File: src/rtl/sleds_pkg.sv
// Summary of operation
// - Run LED lit while executing with key in run or step-run.
// - Run LED off when halted by stop, pause, or stop error.
// - Run LED flickers after stop-time program write until run-stop-run or reset.
// - Error LED lit for continue error other than battery in resume mode.
// - Error LED flickers on stop error; off when normal.
// - User LED lit on check instruction or annunciator; flickers during latch clear.
// - Battery alarm LED lit on low battery in module or memory card.
// - Boot LED lit once boot has completed; off if no boot ran.
// - LED clear instruction turns off error, user, battery LEDs, not boot.
// - Error reset trigger rising edge resets the coded continue error, not boot.
// - LED-off trigger rising edge turns off selected user (10h) and boot (100h) LEDs.
// - Select bit one turns that LED off; zero leaves boot unchanged and lets the user LED light again.
// - A stop error is always indicated, regardless of priority settings.
// - Continue errors are indicated by the item order in three priority registers.
// - Among equal priority errors the first detected is indicated.
// - Default order 1,2,3,4,5,6,7,8,9,A.
// - An item removed from the priority registers never lights an LED.
// - Suppressed errors still set both error flags and store the code.
// - Constant scan starts scans at a fixed period; zero setting disables it.
// - A scan over the constant period records code 5010 and runs unpaced.
// - Constant scan above watchdog time raises watchdog error and stops execution.
// - During the wait the main program is held; interrupts and low-speed run.
// - A running low-speed instruction extends the scan until it finishes.
// - Error reset ignores the last two digits of the supplied code.
package sleds_pkg;

    localparam logic [7:0]  ADDR_ERR_RESET_CODE = 8'h00;
    localparam logic [7:0]  ADDR_LED_OFF_SELECT = 8'h04;
    localparam logic [7:0]  ADDR_PRIO_LOW       = 8'h08;
    localparam logic [7:0]  ADDR_PRIO_MID       = 8'h0c;
    localparam logic [7:0]  ADDR_PRIO_HIGH      = 8'h10;
    localparam logic [7:0]  ADDR_CONTROL        = 8'h14;
    localparam logic [7:0]  ADDR_CONST_SCAN     = 8'h18;
    localparam logic [7:0]  ADDR_WATCHDOG       = 8'h1c;
    localparam logic [7:0]  ADDR_STATUS         = 8'h20;
    localparam logic [7:0]  ADDR_DIAG_CODE      = 8'h24;

    localparam int          CTRL_ERR_RESET_TRIG = 0;
    localparam int          CTRL_LED_OFF_TRIG   = 1;
    localparam int          CTRL_LED_CLEAR      = 2;
    localparam int          CTRL_RESUME_MODE    = 3;
    localparam int          CTRL_FLAG_CLEAR     = 4;

    localparam int          SEL_USER_BIT        = 4;
    localparam int          SEL_BOOT_BIT        = 8;

    localparam logic [15:0] PRIO_LOW_RESET      = 16'h4321;
    localparam logic [15:0] PRIO_MID_RESET      = 16'h8765;
    localparam logic [15:0] PRIO_HIGH_RESET     = 16'h00a9;
    localparam logic [31:0] CONTROL_RESET       = 32'h0000_0008;

    localparam logic [3:0]  ITEM_SCAN_OVER      = 4'h5;
    localparam logic [3:0]  ITEM_CHECK          = 4'h6;
    localparam logic [3:0]  ITEM_ANNUNC         = 4'h7;
    localparam logic [3:0]  ITEM_BATTERY        = 4'h9;
    localparam int          ITEMS               = 11;
    localparam int          SLOTS               = 12;

    localparam logic [15:0] CODE_SCAN_OVER      = 16'h5010;
    localparam logic [15:0] CODE_WATCHDOG       = 16'h5000;
    localparam logic [15:0] CODE_ITEM_BASE      = 16'h2000;

    localparam int          FLICKER_NS          = 200_000_000;
    localparam int          CLK_NS              = 10;
    localparam int          FLICKER_CYCLES      = FLICKER_NS / CLK_NS;
    localparam int          SCAN_UNIT_NS        = 1_000;
    localparam int          SCAN_UNIT_CYCLES    = SCAN_UNIT_NS / CLK_NS;

    typedef enum logic [1:0] {SLEDS_KEY_STOP, SLEDS_KEY_RUN, SLEDS_KEY_STEP, SLEDS_KEY_PAUSE} sleds_key_e;

    typedef struct packed {
        logic run;
        logic error;
        logic user;
        logic battery;
        logic boot;
    } sleds_led_s;

    typedef enum logic [1:0] {SLEDS_SC_IDLE, SLEDS_SC_RUN, SLEDS_SC_WAIT, SLEDS_SC_EXTEND} sleds_scan_e;

endpackage : sleds_pkg

File: src/rtl/sleds_top.sv
`timescale 1ns/1ps
module sleds_top
    import sleds_pkg::*;
#(
    parameter int FLICKER_HALF = FLICKER_CYCLES,
    parameter int SCAN_UNIT    = SCAN_UNIT_CYCLES
) (
    // Clock and reset.
    input  wire logic        CLK,
    input  wire logic        NRST,
    // AHB-Lite slave.
    input  wire logic        HSEL,
    input  wire logic [31:0] HADDR,
    input  wire logic [1:0]  HTRANS,
    input  wire logic        HWRITE,
    input  wire logic [2:0]  HSIZE,
    input  wire logic [31:0] HWDATA,
    input  wire logic        HREADY,
    output logic      [31:0] HRDATA,
    output logic             HREADYOUT,
    output logic             HRESP,
    // Panel and diagnostics inputs.
    input  wire logic [1:0]  KEY_SWITCH,
    input  wire logic        PROGRAM_WRITTEN,
    input  wire logic        STOP_ERROR,
    input  wire logic [10:1] CONT_ERROR,
    input  wire logic        LATCH_CLEAR_BUSY,
    input  wire logic        BOOT_DONE,
    input  wire logic        SCAN_DONE,
    input  wire logic        LOW_SPEED_BUSY,
    // Panel and diagnostics outputs.
    output sleds_led_s       LEDS,
    output logic             DIAGNOSTIC_ERROR_FLAG,
    output logic             SELF_DIAGNOSTIC_ERROR_FLAG,
    output logic             SCAN_START,
    output logic             MAIN_HOLD,
    output logic             EXECUTING
);

    logic [1:0]  key_meta, key_sync;
    logic [10:1] cerr_meta, cerr_sync;
    logic [7:0]  misc_meta, misc_sync;
    logic        ap_valid, ap_write;
    logic [7:0]  ap_addr;
    logic [15:0] error_reset_code, led_off_select;
    logic [15:0] prio_low, prio_mid, prio_high;
    logic [31:0] control, const_scan, watchdog;
    logic [15:0] diagnostic_error_code_reg;
    logic [10:1] active, active_d;
    logic [3:0]  shown_item;
    logic        err_trig_d, off_trig_d, clear_d;
    logic        user_off, boot_off, wdt_error, scan_over, ignore_const;
    logic        run_seen, run_seen_stop, flicker_run;
    logic [31:0] flick_cnt, unit_cnt, scan_cnt;
    logic        flick;
    sleds_scan_e scan_state;
    logic [47:0] order;
    logic [10:1] enabled;
    logic        stop_err, boot_in, prog_wr, latch_busy, scan_done, low_busy;

    // External levels are double-registered before any logic reads them.
    always_ff @(posedge CLK) begin
        key_meta  <= KEY_SWITCH;
        key_sync  <= key_meta;
        cerr_meta <= CONT_ERROR;
        cerr_sync <= cerr_meta;
        misc_meta <= {2'h0, STOP_ERROR, BOOT_DONE, PROGRAM_WRITTEN, LATCH_CLEAR_BUSY, SCAN_DONE, LOW_SPEED_BUSY};
        misc_sync <= misc_meta;
    end

    assign stop_err   = misc_sync[5] | wdt_error;
    assign boot_in    = misc_sync[4];
    assign prog_wr    = misc_sync[3];
    assign latch_busy = misc_sync[2];
    assign scan_done  = misc_sync[1];
    assign low_busy   = misc_sync[0];
    assign order      = {prio_high, prio_mid, prio_low};

    // Bus address phase is captured and completed with zero wait states.
    always_ff @(posedge CLK) begin
        if (!NRST) begin
            ap_valid <= 1'b0;
            ap_write <= 1'b0;
            ap_addr  <= 8'h00;
        end else if (HREADY) begin
            ap_valid <= HSEL & HTRANS[1];
            ap_write <= HWRITE;
            ap_addr  <= HADDR[7:0];
        end
    end

    always_ff @(posedge CLK) begin
        if (!NRST) begin
            HREADYOUT <= 1'b1;
            HRESP     <= 1'b0;
        end else begin
            HREADYOUT <= 1'b1;
            HRESP     <= 1'b0;
        end
    end

    // Read data is registered in the address phase so it stands in the data phase.
    always_ff @(posedge CLK) begin
        if (!NRST) begin
            HRDATA <= 32'h0;
        end else if (HREADY && HSEL && HTRANS[1] && !HWRITE) begin
            unique case (HADDR[7:0])
                ADDR_ERR_RESET_CODE: HRDATA <= {16'h0, error_reset_code};
                ADDR_LED_OFF_SELECT: HRDATA <= {16'h0, led_off_select};
                ADDR_PRIO_LOW:       HRDATA <= {16'h0, prio_low};
                ADDR_PRIO_MID:       HRDATA <= {16'h0, prio_mid};
                ADDR_PRIO_HIGH:      HRDATA <= {16'h0, prio_high};
                ADDR_CONTROL:        HRDATA <= control;
                ADDR_CONST_SCAN:     HRDATA <= const_scan;
                ADDR_WATCHDOG:       HRDATA <= watchdog;
                ADDR_STATUS:         HRDATA <= {16'h0, 1'b0, shown_item, ignore_const, wdt_error,
                                                DIAGNOSTIC_ERROR_FLAG, SELF_DIAGNOSTIC_ERROR_FLAG, 2'h0, LEDS};
                ADDR_DIAG_CODE:      HRDATA <= {16'h0, diagnostic_error_code_reg};
                default:             HRDATA <= 32'h0;
            endcase
        end
    end

    // Software writes land in the data phase.
    always_ff @(posedge CLK) begin
        if (!NRST) begin
            error_reset_code <= 16'h0;
            led_off_select   <= 16'h0;
            prio_low         <= PRIO_LOW_RESET;
            prio_mid         <= PRIO_MID_RESET;
            prio_high        <= PRIO_HIGH_RESET;
            control          <= CONTROL_RESET;
            const_scan       <= 32'h0;
            watchdog         <= 32'h0;
        end else if (ap_valid && ap_write) begin
            unique case (ap_addr)
                ADDR_ERR_RESET_CODE: error_reset_code <= HWDATA[15:0];
                ADDR_LED_OFF_SELECT: led_off_select   <= HWDATA[15:0];
                ADDR_PRIO_LOW:       prio_low         <= HWDATA[15:0];
                ADDR_PRIO_MID:       prio_mid         <= HWDATA[15:0];
                ADDR_PRIO_HIGH:      prio_high        <= HWDATA[15:0];
                ADDR_CONTROL:        control          <= HWDATA;
                ADDR_CONST_SCAN:     const_scan       <= HWDATA;
                ADDR_WATCHDOG:       watchdog         <= HWDATA;
                default:             control          <= control;
            endcase
        end
    end

    // An item lights nothing unless some slot names it.
    genvar g;
    generate
        for (g = 1; g <= 10; g++) begin : g_item
            logic [SLOTS-1:0] hit;
            for (genvar s = 0; s < SLOTS; s++) begin : g_slot
                assign hit[s] = (order[4*s +: 4] == 4'(g));
            end
            assign enabled[g] = |hit;
        end
    endgenerate

    // Active errors: latched on arrival, dropped by reset code or LED clear once the cause is gone.
    always_ff @(posedge CLK) begin
        if (!NRST) begin
            active     <= '0;
            active_d   <= '0;
            err_trig_d <= 1'b0;
            off_trig_d <= 1'b0;
            clear_d    <= 1'b0;
        end else begin
            err_trig_d <= control[CTRL_ERR_RESET_TRIG];
            off_trig_d <= control[CTRL_LED_OFF_TRIG];
            clear_d    <= control[CTRL_LED_CLEAR];
            active_d   <= active;
            for (int i = 1; i <= 10; i++) begin
                if (cerr_sync[i] || (i == 5 && scan_over)) begin
                    active[i] <= 1'b1;
                end else if (control[CTRL_LED_CLEAR] && !clear_d) begin
                    active[i] <= 1'b0;
                end else if (control[CTRL_ERR_RESET_TRIG] && !err_trig_d &&
                             error_reset_code[15:8] == CODE_ITEM_BASE[15:8] + 8'(i)) begin
                    active[i] <= 1'b0;
                end
            end
        end
    end

    // The lowest slot naming an active item wins.
    always_ff @(posedge CLK) begin
        if (!NRST) begin
            shown_item <= 4'h0;
        end else begin
            shown_item <= 4'h0;
            for (int s = SLOTS - 1; s >= 0; s--) begin
                if (order[4*s +: 4] != 4'h0 && order[4*s +: 4] <= 4'ha && active[order[4*s +: 4]]) begin
                    shown_item <= order[4*s +: 4];
                end
            end
        end
    end

    // Flags and code are set for every continue error, shown or not.
    always_ff @(posedge CLK) begin
        if (!NRST) begin
            DIAGNOSTIC_ERROR_FLAG      <= 1'b0;
            SELF_DIAGNOSTIC_ERROR_FLAG <= 1'b0;
            diagnostic_error_code_reg  <= 16'h0;
        end else begin
            for (int i = 1; i <= 10; i++) begin
                if (active[i] && !active_d[i]) begin
                    diagnostic_error_code_reg <= (i == 5 && ignore_const) ? CODE_SCAN_OVER
                                                 : CODE_ITEM_BASE + {8'(i), 8'h00};
                end
            end
            if (wdt_error) begin
                diagnostic_error_code_reg <= CODE_WATCHDOG;
            end
            if ((active & ~active_d) != '0 || (stop_err && misc_sync[5])) begin
                DIAGNOSTIC_ERROR_FLAG      <= 1'b1;
                SELF_DIAGNOSTIC_ERROR_FLAG <= 1'b1;
            end else if (control[CTRL_FLAG_CLEAR]) begin
                DIAGNOSTIC_ERROR_FLAG      <= 1'b0;
                SELF_DIAGNOSTIC_ERROR_FLAG <= 1'b0;
            end
        end
    end

    // LED-off trigger clears the selected user and boot indications.
    always_ff @(posedge CLK) begin
        if (!NRST) begin
            user_off <= 1'b0;
            boot_off <= 1'b0;
        end else if (control[CTRL_LED_OFF_TRIG] && !off_trig_d) begin
            user_off <= led_off_select[SEL_USER_BIT];
            boot_off <= led_off_select[SEL_BOOT_BIT] | boot_off;
        end else if (!(active[ITEM_CHECK] | active[ITEM_ANNUNC])) begin
            user_off <= 1'b0;
        end
    end

    // Flicker time base.
    always_ff @(posedge CLK) begin
        if (!NRST) begin
            flick_cnt <= 32'h0;
            flick     <= 1'b0;
        end else if (flick_cnt >= 32'(FLICKER_HALF - 1)) begin
            flick_cnt <= 32'h0;
            flick     <= ~flick;
        end else begin
            flick_cnt <= flick_cnt + 32'h1;
        end
    end

    // Run flicker after a stop-time write; a full run-stop-run cycle cures it.
    always_ff @(posedge CLK) begin
        if (!NRST) begin
            flicker_run   <= 1'b0;
            run_seen      <= 1'b0;
            run_seen_stop <= 1'b0;
        end else if (key_sync == SLEDS_KEY_STOP && prog_wr) begin
            flicker_run   <= 1'b1;
            run_seen      <= 1'b0;
            run_seen_stop <= 1'b0;
        end else if (flicker_run && key_sync == SLEDS_KEY_RUN) begin
            run_seen    <= 1'b1;
            flicker_run <= !run_seen_stop;
        end else if (flicker_run && run_seen && key_sync == SLEDS_KEY_STOP) begin
            run_seen_stop <= 1'b1;
        end
    end

    // LED drive. A stop error overrides the priority scheme.
    always_ff @(posedge CLK) begin
        if (!NRST) begin
            LEDS      <= '0;
            EXECUTING <= 1'b0;
        end else begin
            EXECUTING <= (key_sync == SLEDS_KEY_RUN || key_sync == SLEDS_KEY_STEP) && !stop_err && !flicker_run;
            if (stop_err) begin
                LEDS.run <= 1'b0;
            end else if (flicker_run && key_sync == SLEDS_KEY_RUN) begin
                LEDS.run <= flick;
            end else begin
                LEDS.run <= key_sync == SLEDS_KEY_RUN || key_sync == SLEDS_KEY_STEP;
            end
            if (stop_err) begin
                LEDS.error <= flick;
            end else begin
                LEDS.error <= control[CTRL_RESUME_MODE] && shown_item != 4'h0 &&
                              shown_item != ITEM_BATTERY;
            end
            if (latch_busy) begin
                LEDS.user <= flick;
            end else begin
                LEDS.user <= ((active[ITEM_CHECK] && enabled[ITEM_CHECK]) ||
                              (active[ITEM_ANNUNC] && enabled[ITEM_ANNUNC])) && !user_off;
            end
            LEDS.battery <= active[ITEM_BATTERY] && enabled[ITEM_BATTERY];
            LEDS.boot    <= boot_in && !boot_off;
        end
    end

    // Constant scan pacing; the setting counts microsecond units.
    always_ff @(posedge CLK) begin
        if (!NRST) begin
            scan_state   <= SLEDS_SC_IDLE;
            unit_cnt     <= 32'h0;
            scan_cnt     <= 32'h0;
            SCAN_START   <= 1'b0;
            MAIN_HOLD    <= 1'b0;
            ignore_const <= 1'b0;
            scan_over    <= 1'b0;
            wdt_error    <= 1'b0;
        end else begin
            SCAN_START <= 1'b0;
            scan_over  <= 1'b0;
            if (const_scan != 32'h0 && watchdog != 32'h0 && const_scan > watchdog) begin
                wdt_error <= 1'b1;
            end
            if (unit_cnt >= 32'(SCAN_UNIT - 1)) begin
                unit_cnt <= 32'h0;
                scan_cnt <= scan_cnt + 32'h1;
            end else begin
                unit_cnt <= unit_cnt + 32'h1;
            end
            unique case (scan_state)
                SLEDS_SC_IDLE: begin
                    MAIN_HOLD <= 1'b0;
                    if (EXECUTING && !wdt_error) begin
                        SCAN_START <= 1'b1;
                        scan_cnt   <= 32'h0;
                        unit_cnt   <= 32'h1;
                        scan_state <= SLEDS_SC_RUN;
                    end
                end
                SLEDS_SC_RUN: begin
                    if (!EXECUTING || wdt_error) begin
                        scan_state <= SLEDS_SC_IDLE;
                    end else if (!ignore_const && const_scan != 32'h0 && scan_cnt >= const_scan) begin
                        scan_over    <= 1'b1;
                        ignore_const <= 1'b1;
                    end else if (scan_done) begin
                        if (const_scan == 32'h0 || ignore_const) begin
                            scan_state <= SLEDS_SC_IDLE;
                        end else begin
                            MAIN_HOLD  <= 1'b1;
                            scan_state <= SLEDS_SC_WAIT;
                        end
                    end
                end
                SLEDS_SC_WAIT: begin
                    if (scan_cnt + 32'(unit_cnt >= 32'(SCAN_UNIT - 1)) >= const_scan) begin
                        scan_state <= low_busy ? SLEDS_SC_EXTEND : SLEDS_SC_IDLE;
                    end
                end
                SLEDS_SC_EXTEND: begin
                    if (!low_busy) begin
                        scan_state <= SLEDS_SC_IDLE;
                    end
                end
            endcase
        end
    end

endmodule : sleds_top

File: config.mk
export PLATFORM = sky130hd
export DESIGN_NAME = sleds_top
export DESIGN_NICKNAME = d
export VERILOG_FILES = /design/src/rtl/sleds_pkg.sv /design/src/rtl/sleds_top.sv
export SDC_FILE = /design/constraint.sdc
export NUM_CORES = 1
export LEC_CHECK = 0
export ABC_AREA = 1
export BUFFER_PORTS_ARGS = -buffer_cell sky130_fd_sc_hd__buf_4
export CORE_MARGIN = 10
export CORE_UTILIZATION = 25
export CTS_CLUSTER_SIZE = 30
export DETAILED_ROUTE_END_ITERATION = 10
export PLACE_DENSITY = 0.37
export SETUP_SLACK_MARGIN = 0.15
export SYNTH_ARGS = -nofsm -noshare
export SYNTH_HDL_FRONTEND = slang
export SYNTH_SLANG_ARGS = --single-unit
File: constraint.sdc
create_clock -name CLK -period 4.4 [get_ports CLK]
set_input_delay 0.66 -clock CLK [delete_from_list [all_inputs] [get_ports CLK]]
set_output_delay 0.66 -clock CLK [all_outputs]
set_load 0.005 [all_outputs]
==> flow_summary.json, run 1 <==
{
  "status": "complete, no violations",
  "rsz0062_at_grt": "no",
  "asyncSetResetFlopFracSynth_pct": 0,
  "globalRoute.totalOverflow": 0,
  "seq_area_mm2": 0.008088,
  "synth_simple_gate_area_share_pct": 19.06,
  "critical_path_peak_fanout": 4,
  "fill_cell_instance_count_of_the_final_layout": 8426,
  "crit_path_max_incr_delay_ns": 0.36,
  "synth_enable_flop_cells": 0,
  "dieArea_mm2": 0.08997,
  "cts_htree_levels": 2,
  "clock_tree_sinks": 404,
  "firstDrtPassIters": 5,
  "vias_per_cell": 4.868,
  "period_share_pct": 86.15,
  "stdcell_count": 3826,
  "critPathBufInv": 1,
  "yosys-mux-area-fraction_pct": 0.05109,
  "hold_path_depth": 1,
  "worst_setup_path_category": "flip-flop to flip-flop",
  "drc": 0,
  "cts_max_path_buffers": 3,
  "grt_use_total_pct": 16.95,
  "setup_violations": 0,
  "syn_area_per_cell_um2": 7.490,
  "critical_path_required_ns": 4.90,
  "area_of_the_multi_input_gates_mm2": 0.009982,
  "synth.top_cell.area_share_pct": 41.28,
  "finalCriticalPeriod_ns": 3.790,
  "die_width_um": 299.9,
  "detailed_place_hpwl_mm": 60.17,
  "io-pin-count": 136,
  "yosysTopAreaCell": "sky130_fd_sc_hd__dfxtp_1",
  "worst_path_dominant_cell_family": "simple AND/OR/NAND/NOR gates",
  "reg2reg_from": "unit_cnt[0]$_SDFF_PN0_",
  "cts_root_buf": "sky130_fd_sc_hd__clkbuf_16",
  "fmax_ghz": 0.2638,
  "global_route_wire_length_before_repair_mm": 117.0,
  "area_contributors_post_synth": "sky130_fd_sc_hd__dfxtp_1 41%, sky130_fd_sc_hd__nand2_1 7.5%, sky130_fd_sc_hd__a21oi_1 7.4%",
  "rows": 102,
  "yosysMostFrequentCell": "sky130_fd_sc_hd__dfxtp_1",
  "setup_tns_ns": 0,
  "routedWlPerCell_um": 20.67,
  "worstHoldEndpoint": "cerr_meta[4]$_DFF_P_",
  "routability_cong": 0.9084,
  "grt_max_degree": 112,
  "antenna_violations_before_repair": 2,
  "post_synth_num_cell_types": 59,
  "cts_buf_count": 51,
  "rrSetupSlack_ns": 0.61,
  "slew_headroom_pct": 28.09,
  "initial_core_util_pct": 25.25,
  "finalNetCount": 2938,
  "critPathCaptureType": "flip-flop",
  "synth-adder-area-share_pct": 6.578,
  "combinational_family_with_the_most_area_after_synthesis": "compound AO/OA/AOI/OAI gates",
  "die_h_um": 299.9,
  "ant_nets": 0,
  "yosys.area_share.xor_xnor_pct": 2.772,
  "critical_path.reg2reg.endpoint": "scan_state[0]$_SDFFE_PN0P_",
  "final-hold-violation-count": 0,
  "max-vdd-ir-drop_mv": 0.2713,
  "wl_mm": 79.08,
  "synth_seq_area_share_pct": 41.28,
  "crit_top_cell": "sky130_fd_sc_hd__nand2_1",
  "placedCellCount": 3728,
  "insertedDiodeCount": 0,
  "worst_tran_pin_value_ns": 1.078,
  "port-buffer-count": 105,
  "p_leak_nw": 9.525,
  "synthToLayoutAreaGrowth_pct": 20.37,
  "detailedRoute.firstIterationViolations": 1380,
  "synth_seq_cells": 404,
  "hp-class": "primary input to flip-flop",
  "report.final.slew_viol_count": 0,
  "compound_gate_fraction_of_synth_area_pct": 21.60,
  "crit_slowest_cell": "sky130_fd_sc_hd__dfxtp_1",
  "cts.reportedPaths.clkPinSlew_ns": 0.06,
  "crit_arrival_ns": 4.29,
  "route.vias.total": 18630,
  "postLayoutCoreUtil_pct": 30.39,
  "worst_r2r_path_depth": 25,
  "drive_gt1_share_pct": 10.91,
  "cts_tree": "built",
  "cell_count_after_synthesis": 2616,
  "vias_in_the_first_global_route": 18070,
  "ys.flop_type": "sky130_fd_sc_hd__dfxtp_1",
  "synth.cell_area_mm2": 0.01959,
  "worst_skew_pair.late_latency_ns": 0.61,
  "power_density_mw_per_mm2": 371.1,
  "coreArea_mm2": 0.07759,
  "yosys_warnings": 0,
  "drv_cap": 0,
  "skew_ns": 0.01677,
  "post_synth_most_frequent_cells": "404 x sky130_fd_sc_hd__dfxtp_1, 393 x sky130_fd_sc_hd__nand2_1, 318 x sky130_fd_sc_hd__inv_1, 290 x sky130_fd_sc_hd__a21oi_1, 265 x sky130_fd_sc_hd__nor2_1",
  "start_kind": "flip-flop",
  "holdCritStartpoint": "CONT_ERROR[4]"
}
per-stage QoR:
stage | setup WS [ns] | power (mW) | area [µm²] | hold slack (ns)
final | 0.6096 | 8.753 | 23580 | 0.1498
after global routing | 0.1378 | 9.066 | 23580 | 0.1233
after CTS | 0.2560 | 8.891 | 23550 | 0.1132
after detailed placement | 0.2730 | 4.342 | 21710 | 0.3147
after global placement | 0.3011 | 4.341 | 21710 | 0.3119
after floorplan | 0.9879 | 4.100 | 19710 | 0.3096
metal layers:
metal  share of wire (%)  global-route usage (%)  up-vias
met5                   0                       0        -
met4                 2.4                   4.549        0
met3                 4.8                   2.285      113
met2                  47                   28.44      514
met1                  46                   22.52     8883
li1                    -                       -     9116
timing repair:
action,CTS,global route
hold buffers,0,0
hold endpoints to repair,0,0
buffers inserted,0,2
gates resized for setup,0,5
setup endpoints to repair,0,2
where the power goes:
group / switching [mW] / total [mW] / internal (mW)
logic: 0.323 / 0.477 / 0.154
clock network: 1.75 / 4.49 / 2.74
registers: 0.0541 / 3.79 / 3.73
layout make-up:
| type | instances | area share [%] |
|---|---|---|
| clock buffer | 76 | 6.579 |
| clock inverter | 20 | 1.188 |
| tap | 1040 | 5.518 |
| inverter | 343 | 5.470 |
| multi-input combinational | 1800 | 42.33 |
| sequential | 404 | 34.30 |
| timing repair buffer | 143 | 4.621 |
how the worst max path moves through the flow:
stage	from	endpoint	slack, ns	cells past startpoint
after floorplan	unit_cnt[0]$_SDFF_PN0_	scan_state[0]$_SDFFE_PN0P_	0.99	24
after global placement	unit_cnt[0]$_SDFF_PN0_	scan_state[0]$_SDFFE_PN0P_	0.30	25
after detailed placement	unit_cnt[0]$_SDFF_PN0_	scan_state[0]$_SDFFE_PN0P_	0.27	25
after CTS	unit_cnt[0]$_SDFF_PN0_	scan_state[1]$_SDFFE_PN0P_	0.26	24
after global routing	unit_cnt[0]$_SDFF_PN0_	scan_state[0]$_SDFFE_PN0P_	0.14	25
final	unit_cnt[0]$_SDFF_PN0_	scan_state[0]$_SDFFE_PN0P_	0.61	25
kinds of logic (layout without fill, tap and decap cells):
kind of cell	Yosys count	in the layout
and+or+nand+nor	870	870
AOI/OAI and AO/OA	730	730
buffers and inverters	444	582
DFF	404	404
adders and majority gates	103	103
xor gates and xnor gates	62	62
other	2	34
muxes	1	1
cell usage in the layout, fill, tap and decap left out, drive strengths merged, types with 9 or more instances in the layout:
cell type  count
a211oi        27
a21oi        292
a221oi        13
a31oi          9
buf          143
clkbuf        76
clkinv        10
conb          34
dfxtp        404
ha           103
inv          345
nand2        397
nand3         56
nand4         35
nor2         279
nor3          48
nor4          40
o2111ai       10
o211ai        33
o21ai        217
o221ai        17
o22ai         58
xnor2         18
xor2          44
Power figures use the tool's default switching activity.
==> run 2: changes to the inputs <==
--- a/config.mk
+++ b/config.mk
@@ -9,6 +9,7 @@
 export BUFFER_PORTS_ARGS = -buffer_cell sky130_fd_sc_hd__buf_4
 export CORE_MARGIN = 10
 export CORE_UTILIZATION = 25
+export CTS_BUF_LIST = sky130_fd_sc_hd__clkbuf_8
 export CTS_CLUSTER_SIZE = 30
 export DETAILED_ROUTE_END_ITERATION = 10
 export PLACE_DENSITY = 0.37
==> flow_summary.json, run 2 (synthesis gave the netlist of run 1 again) <==
{
  "status": "complete, no violations",
  "antenna_violations_before_repair": 3,
  "worst_skew_pair.late_latency_ns": 0.72,
  "max-vdd-ir-drop_mv": 0.1838,
  "period_share_pct": 85.68,
  "rrSetupSlack_ns": 0.63,
  "cts_root_buf": "sky130_fd_sc_hd__clkbuf_8",
  "coreArea_mm2": 0.07759,
  "report.power.total_mw": 8.356,
  "start_kind": "flip-flop",
  "drive_gt1_share_pct": 12.18,
  "worstHoldEndpoint": "cerr_meta[9]$_DFF_P_",
  "final-hold-violation-count": 0,
  "setup_tns_ns": 0,
  "initial_core_util_pct": 25.25,
  "clock_tree_sinks": 404,
  "worst_tran_pin_value_ns": 1.050,
  "drv_cap": 0,
  "power_density_mw_per_mm2": 355.4,
  "holdCritStartpoint": "CONT_ERROR[9]",
  "p_leak_nw": 9.605,
  "worst_r2r_path_depth": 25,
  "worst_setup_path_category": "flip-flop to flip-flop",
  "routability_cong": 0.9084,
  "cts_tree": "built",
  "firstDrtPassIters": 6,
  "drc": 0,
  "area_of_the_multi_input_gates_mm2": 0.009985,
  "rsz0062_at_grt": "no",
  "layout.cells.most_common_list": "404 x sky130_fd_sc_hd__dfxtp_1, 393 x sky130_fd_sc_hd__nand2_1, 336 x sky130_fd_sc_hd__inv_1",
  "skew_ns": 0.05169,
  "dieArea_mm2": 0.08997,
  "critical_path_required_ns": 5.03,
  "layout_commonest_cell": "sky130_fd_sc_hd__dfxtp_1",
  "die_h_um": 299.9,
  "cts_htree_levels": 3,
  "fmax_ghz": 0.2653,
  "detailed_place_hpwl_mm": 60.17,
  "vias_in_the_first_global_route": 18430,
  "critical_path.reg2reg.endpoint": "scan_state[0]$_SDFFE_PN0P_",
  "seq_area_mm2": 0.008088,
  "cts.reportedPaths.clkPinSlew_ns": 0.07,
  "critPathCaptureType": "flip-flop",
  "critical_path_peak_fanout": 4,
  "routedWlPerCell_um": 20.53,
  "report.final.slew_viol_count": 0,
  "route.vias.total": 18860,
  "hold_path_depth": 1,
  "grt_max_degree": 112,
  "setup_violations": 0,
  "grt_use_total_pct": 17.19,
  "finalNetCount": 2971,
  "ant_nets": 0,
  "crit_slowest_cell": "sky130_fd_sc_hd__dfxtp_1",
  "crit_path_max_incr_delay_ns": 0.36,
  "crit_arrival_ns": 4.40,
  "io-pin-count": 136,
  "cts_max_path_buffers": 3,
  "fill_cell_instance_count_of_the_final_layout": 8479,
  "cts_buf_count": 81,
  "reg2reg_from": "unit_cnt[0]$_SDFF_PN0_",
  "detailedRoute.firstIterationViolations": 1356,
  "slew_headroom_pct": 29.91,
  "crit_top_cell": "sky130_fd_sc_hd__nand2_1",
  "wl_mm": 79.67,
  "synthToLayoutAreaGrowth_pct": 19.99,
  "rows": 102,
  "globalRoute.totalOverflow": 0,
  "finalCriticalPeriod_ns": 3.770,
  "global_route_wire_length_before_repair_mm": 118.1,
  "port-buffer-count": 105,
  "hp-class": "primary input to flip-flop",
  "vias_per_cell": 4.860,
  "die_width_um": 299.9
}
[run 2: per-stage QoR]
stage	instances	utilization, %	hold slack [ns]	area, µm²	setup WS (ns)
2_1_floorplan	2648	-	0.3096	19710	0.9879
3_3_place_gp	3728	27.98	0.3119	21710	0.3011
3_5_place_dp	3728	27.98	0.3147	21710	0.2730
4_1_cts	3878	30.24	0.001598	23470	0.2144
5_1_grt	3881	30.30	0.01724	23510	0.1526
6_report	3881	30.30	0.06153	23510	0.6302
[run 2: area by class of cell]
cell class | count | area share [%]
inverters | 343 | 5.487
diodes | 1 | 0.01064
repair buffers | 146 | 4.763
clock inverters | 41 | 1.123
clock buffers | 106 | 6.206
well taps | 1040 | 5.535
multi-input cells | 1800 | 42.47
flip-flops and latches | 404 | 34.40
[run 2: worst max path at each step]
stage	startpoint	endpoint	slack [ns]	cells after the start
6_report	unit_cnt[0]$_SDFF_PN0_	scan_state[0]$_SDFFE_PN0P_	0.63	25
3_3_place_gp	unit_cnt[0]$_SDFF_PN0_	scan_state[0]$_SDFFE_PN0P_	0.30	25
2_1_floorplan	unit_cnt[0]$_SDFF_PN0_	scan_state[0]$_SDFFE_PN0P_	0.99	24
5_1_grt	unit_cnt[0]$_SDFF_PN0_	scan_state[0]$_SDFFE_PN0P_	0.15	25
3_5_place_dp	unit_cnt[0]$_SDFF_PN0_	scan_state[0]$_SDFFE_PN0P_	0.27	25
4_1_cts	unit_cnt[0]$_SDFF_PN0_	scan_state[1]$_SDFFE_PN0P_	0.21	24
[run 2: metal layers]
layer / up-vias / track usage, % / routed length (µm)
li1: 9206 / - / -
met1: 8971 / 22.57 / 36380
met2: 534 / 28.41 / 37120
met3: 149 / 2.767 / 3850
met4: 0 / 5.525 / 2319
met5: - / 0 / 0
[run 2: power by group]
part           switching [mW]  leakage [nW]  internal, mW
sequential             0.0541          3.29          3.73
clock                    1.84         0.966          2.24
combinational           0.325          5.35         0.156
[run 2: what timing repair did]
item / CTS / global route
hold endpoints to repair: 3 / 0
resized for setup: 0 / 6
endpoints found under the setup margin: 0 / 2
buffers inserted: 0 / 2
hold buffers: 3 / 0
[run 2: critical path: cells and delay by family, from the launching register on]
family / cells / cell delay (ns)
and+or+nand+nor: 16 / 1.87
DFF: 1 / 0.36
xor gates and xnor gates: 1 / 0.16
buffers and inverters: 1 / 0.12
AOI/OAI and AO/OA: 3 / 0.35
adders and majority gates: 4 / 0.85
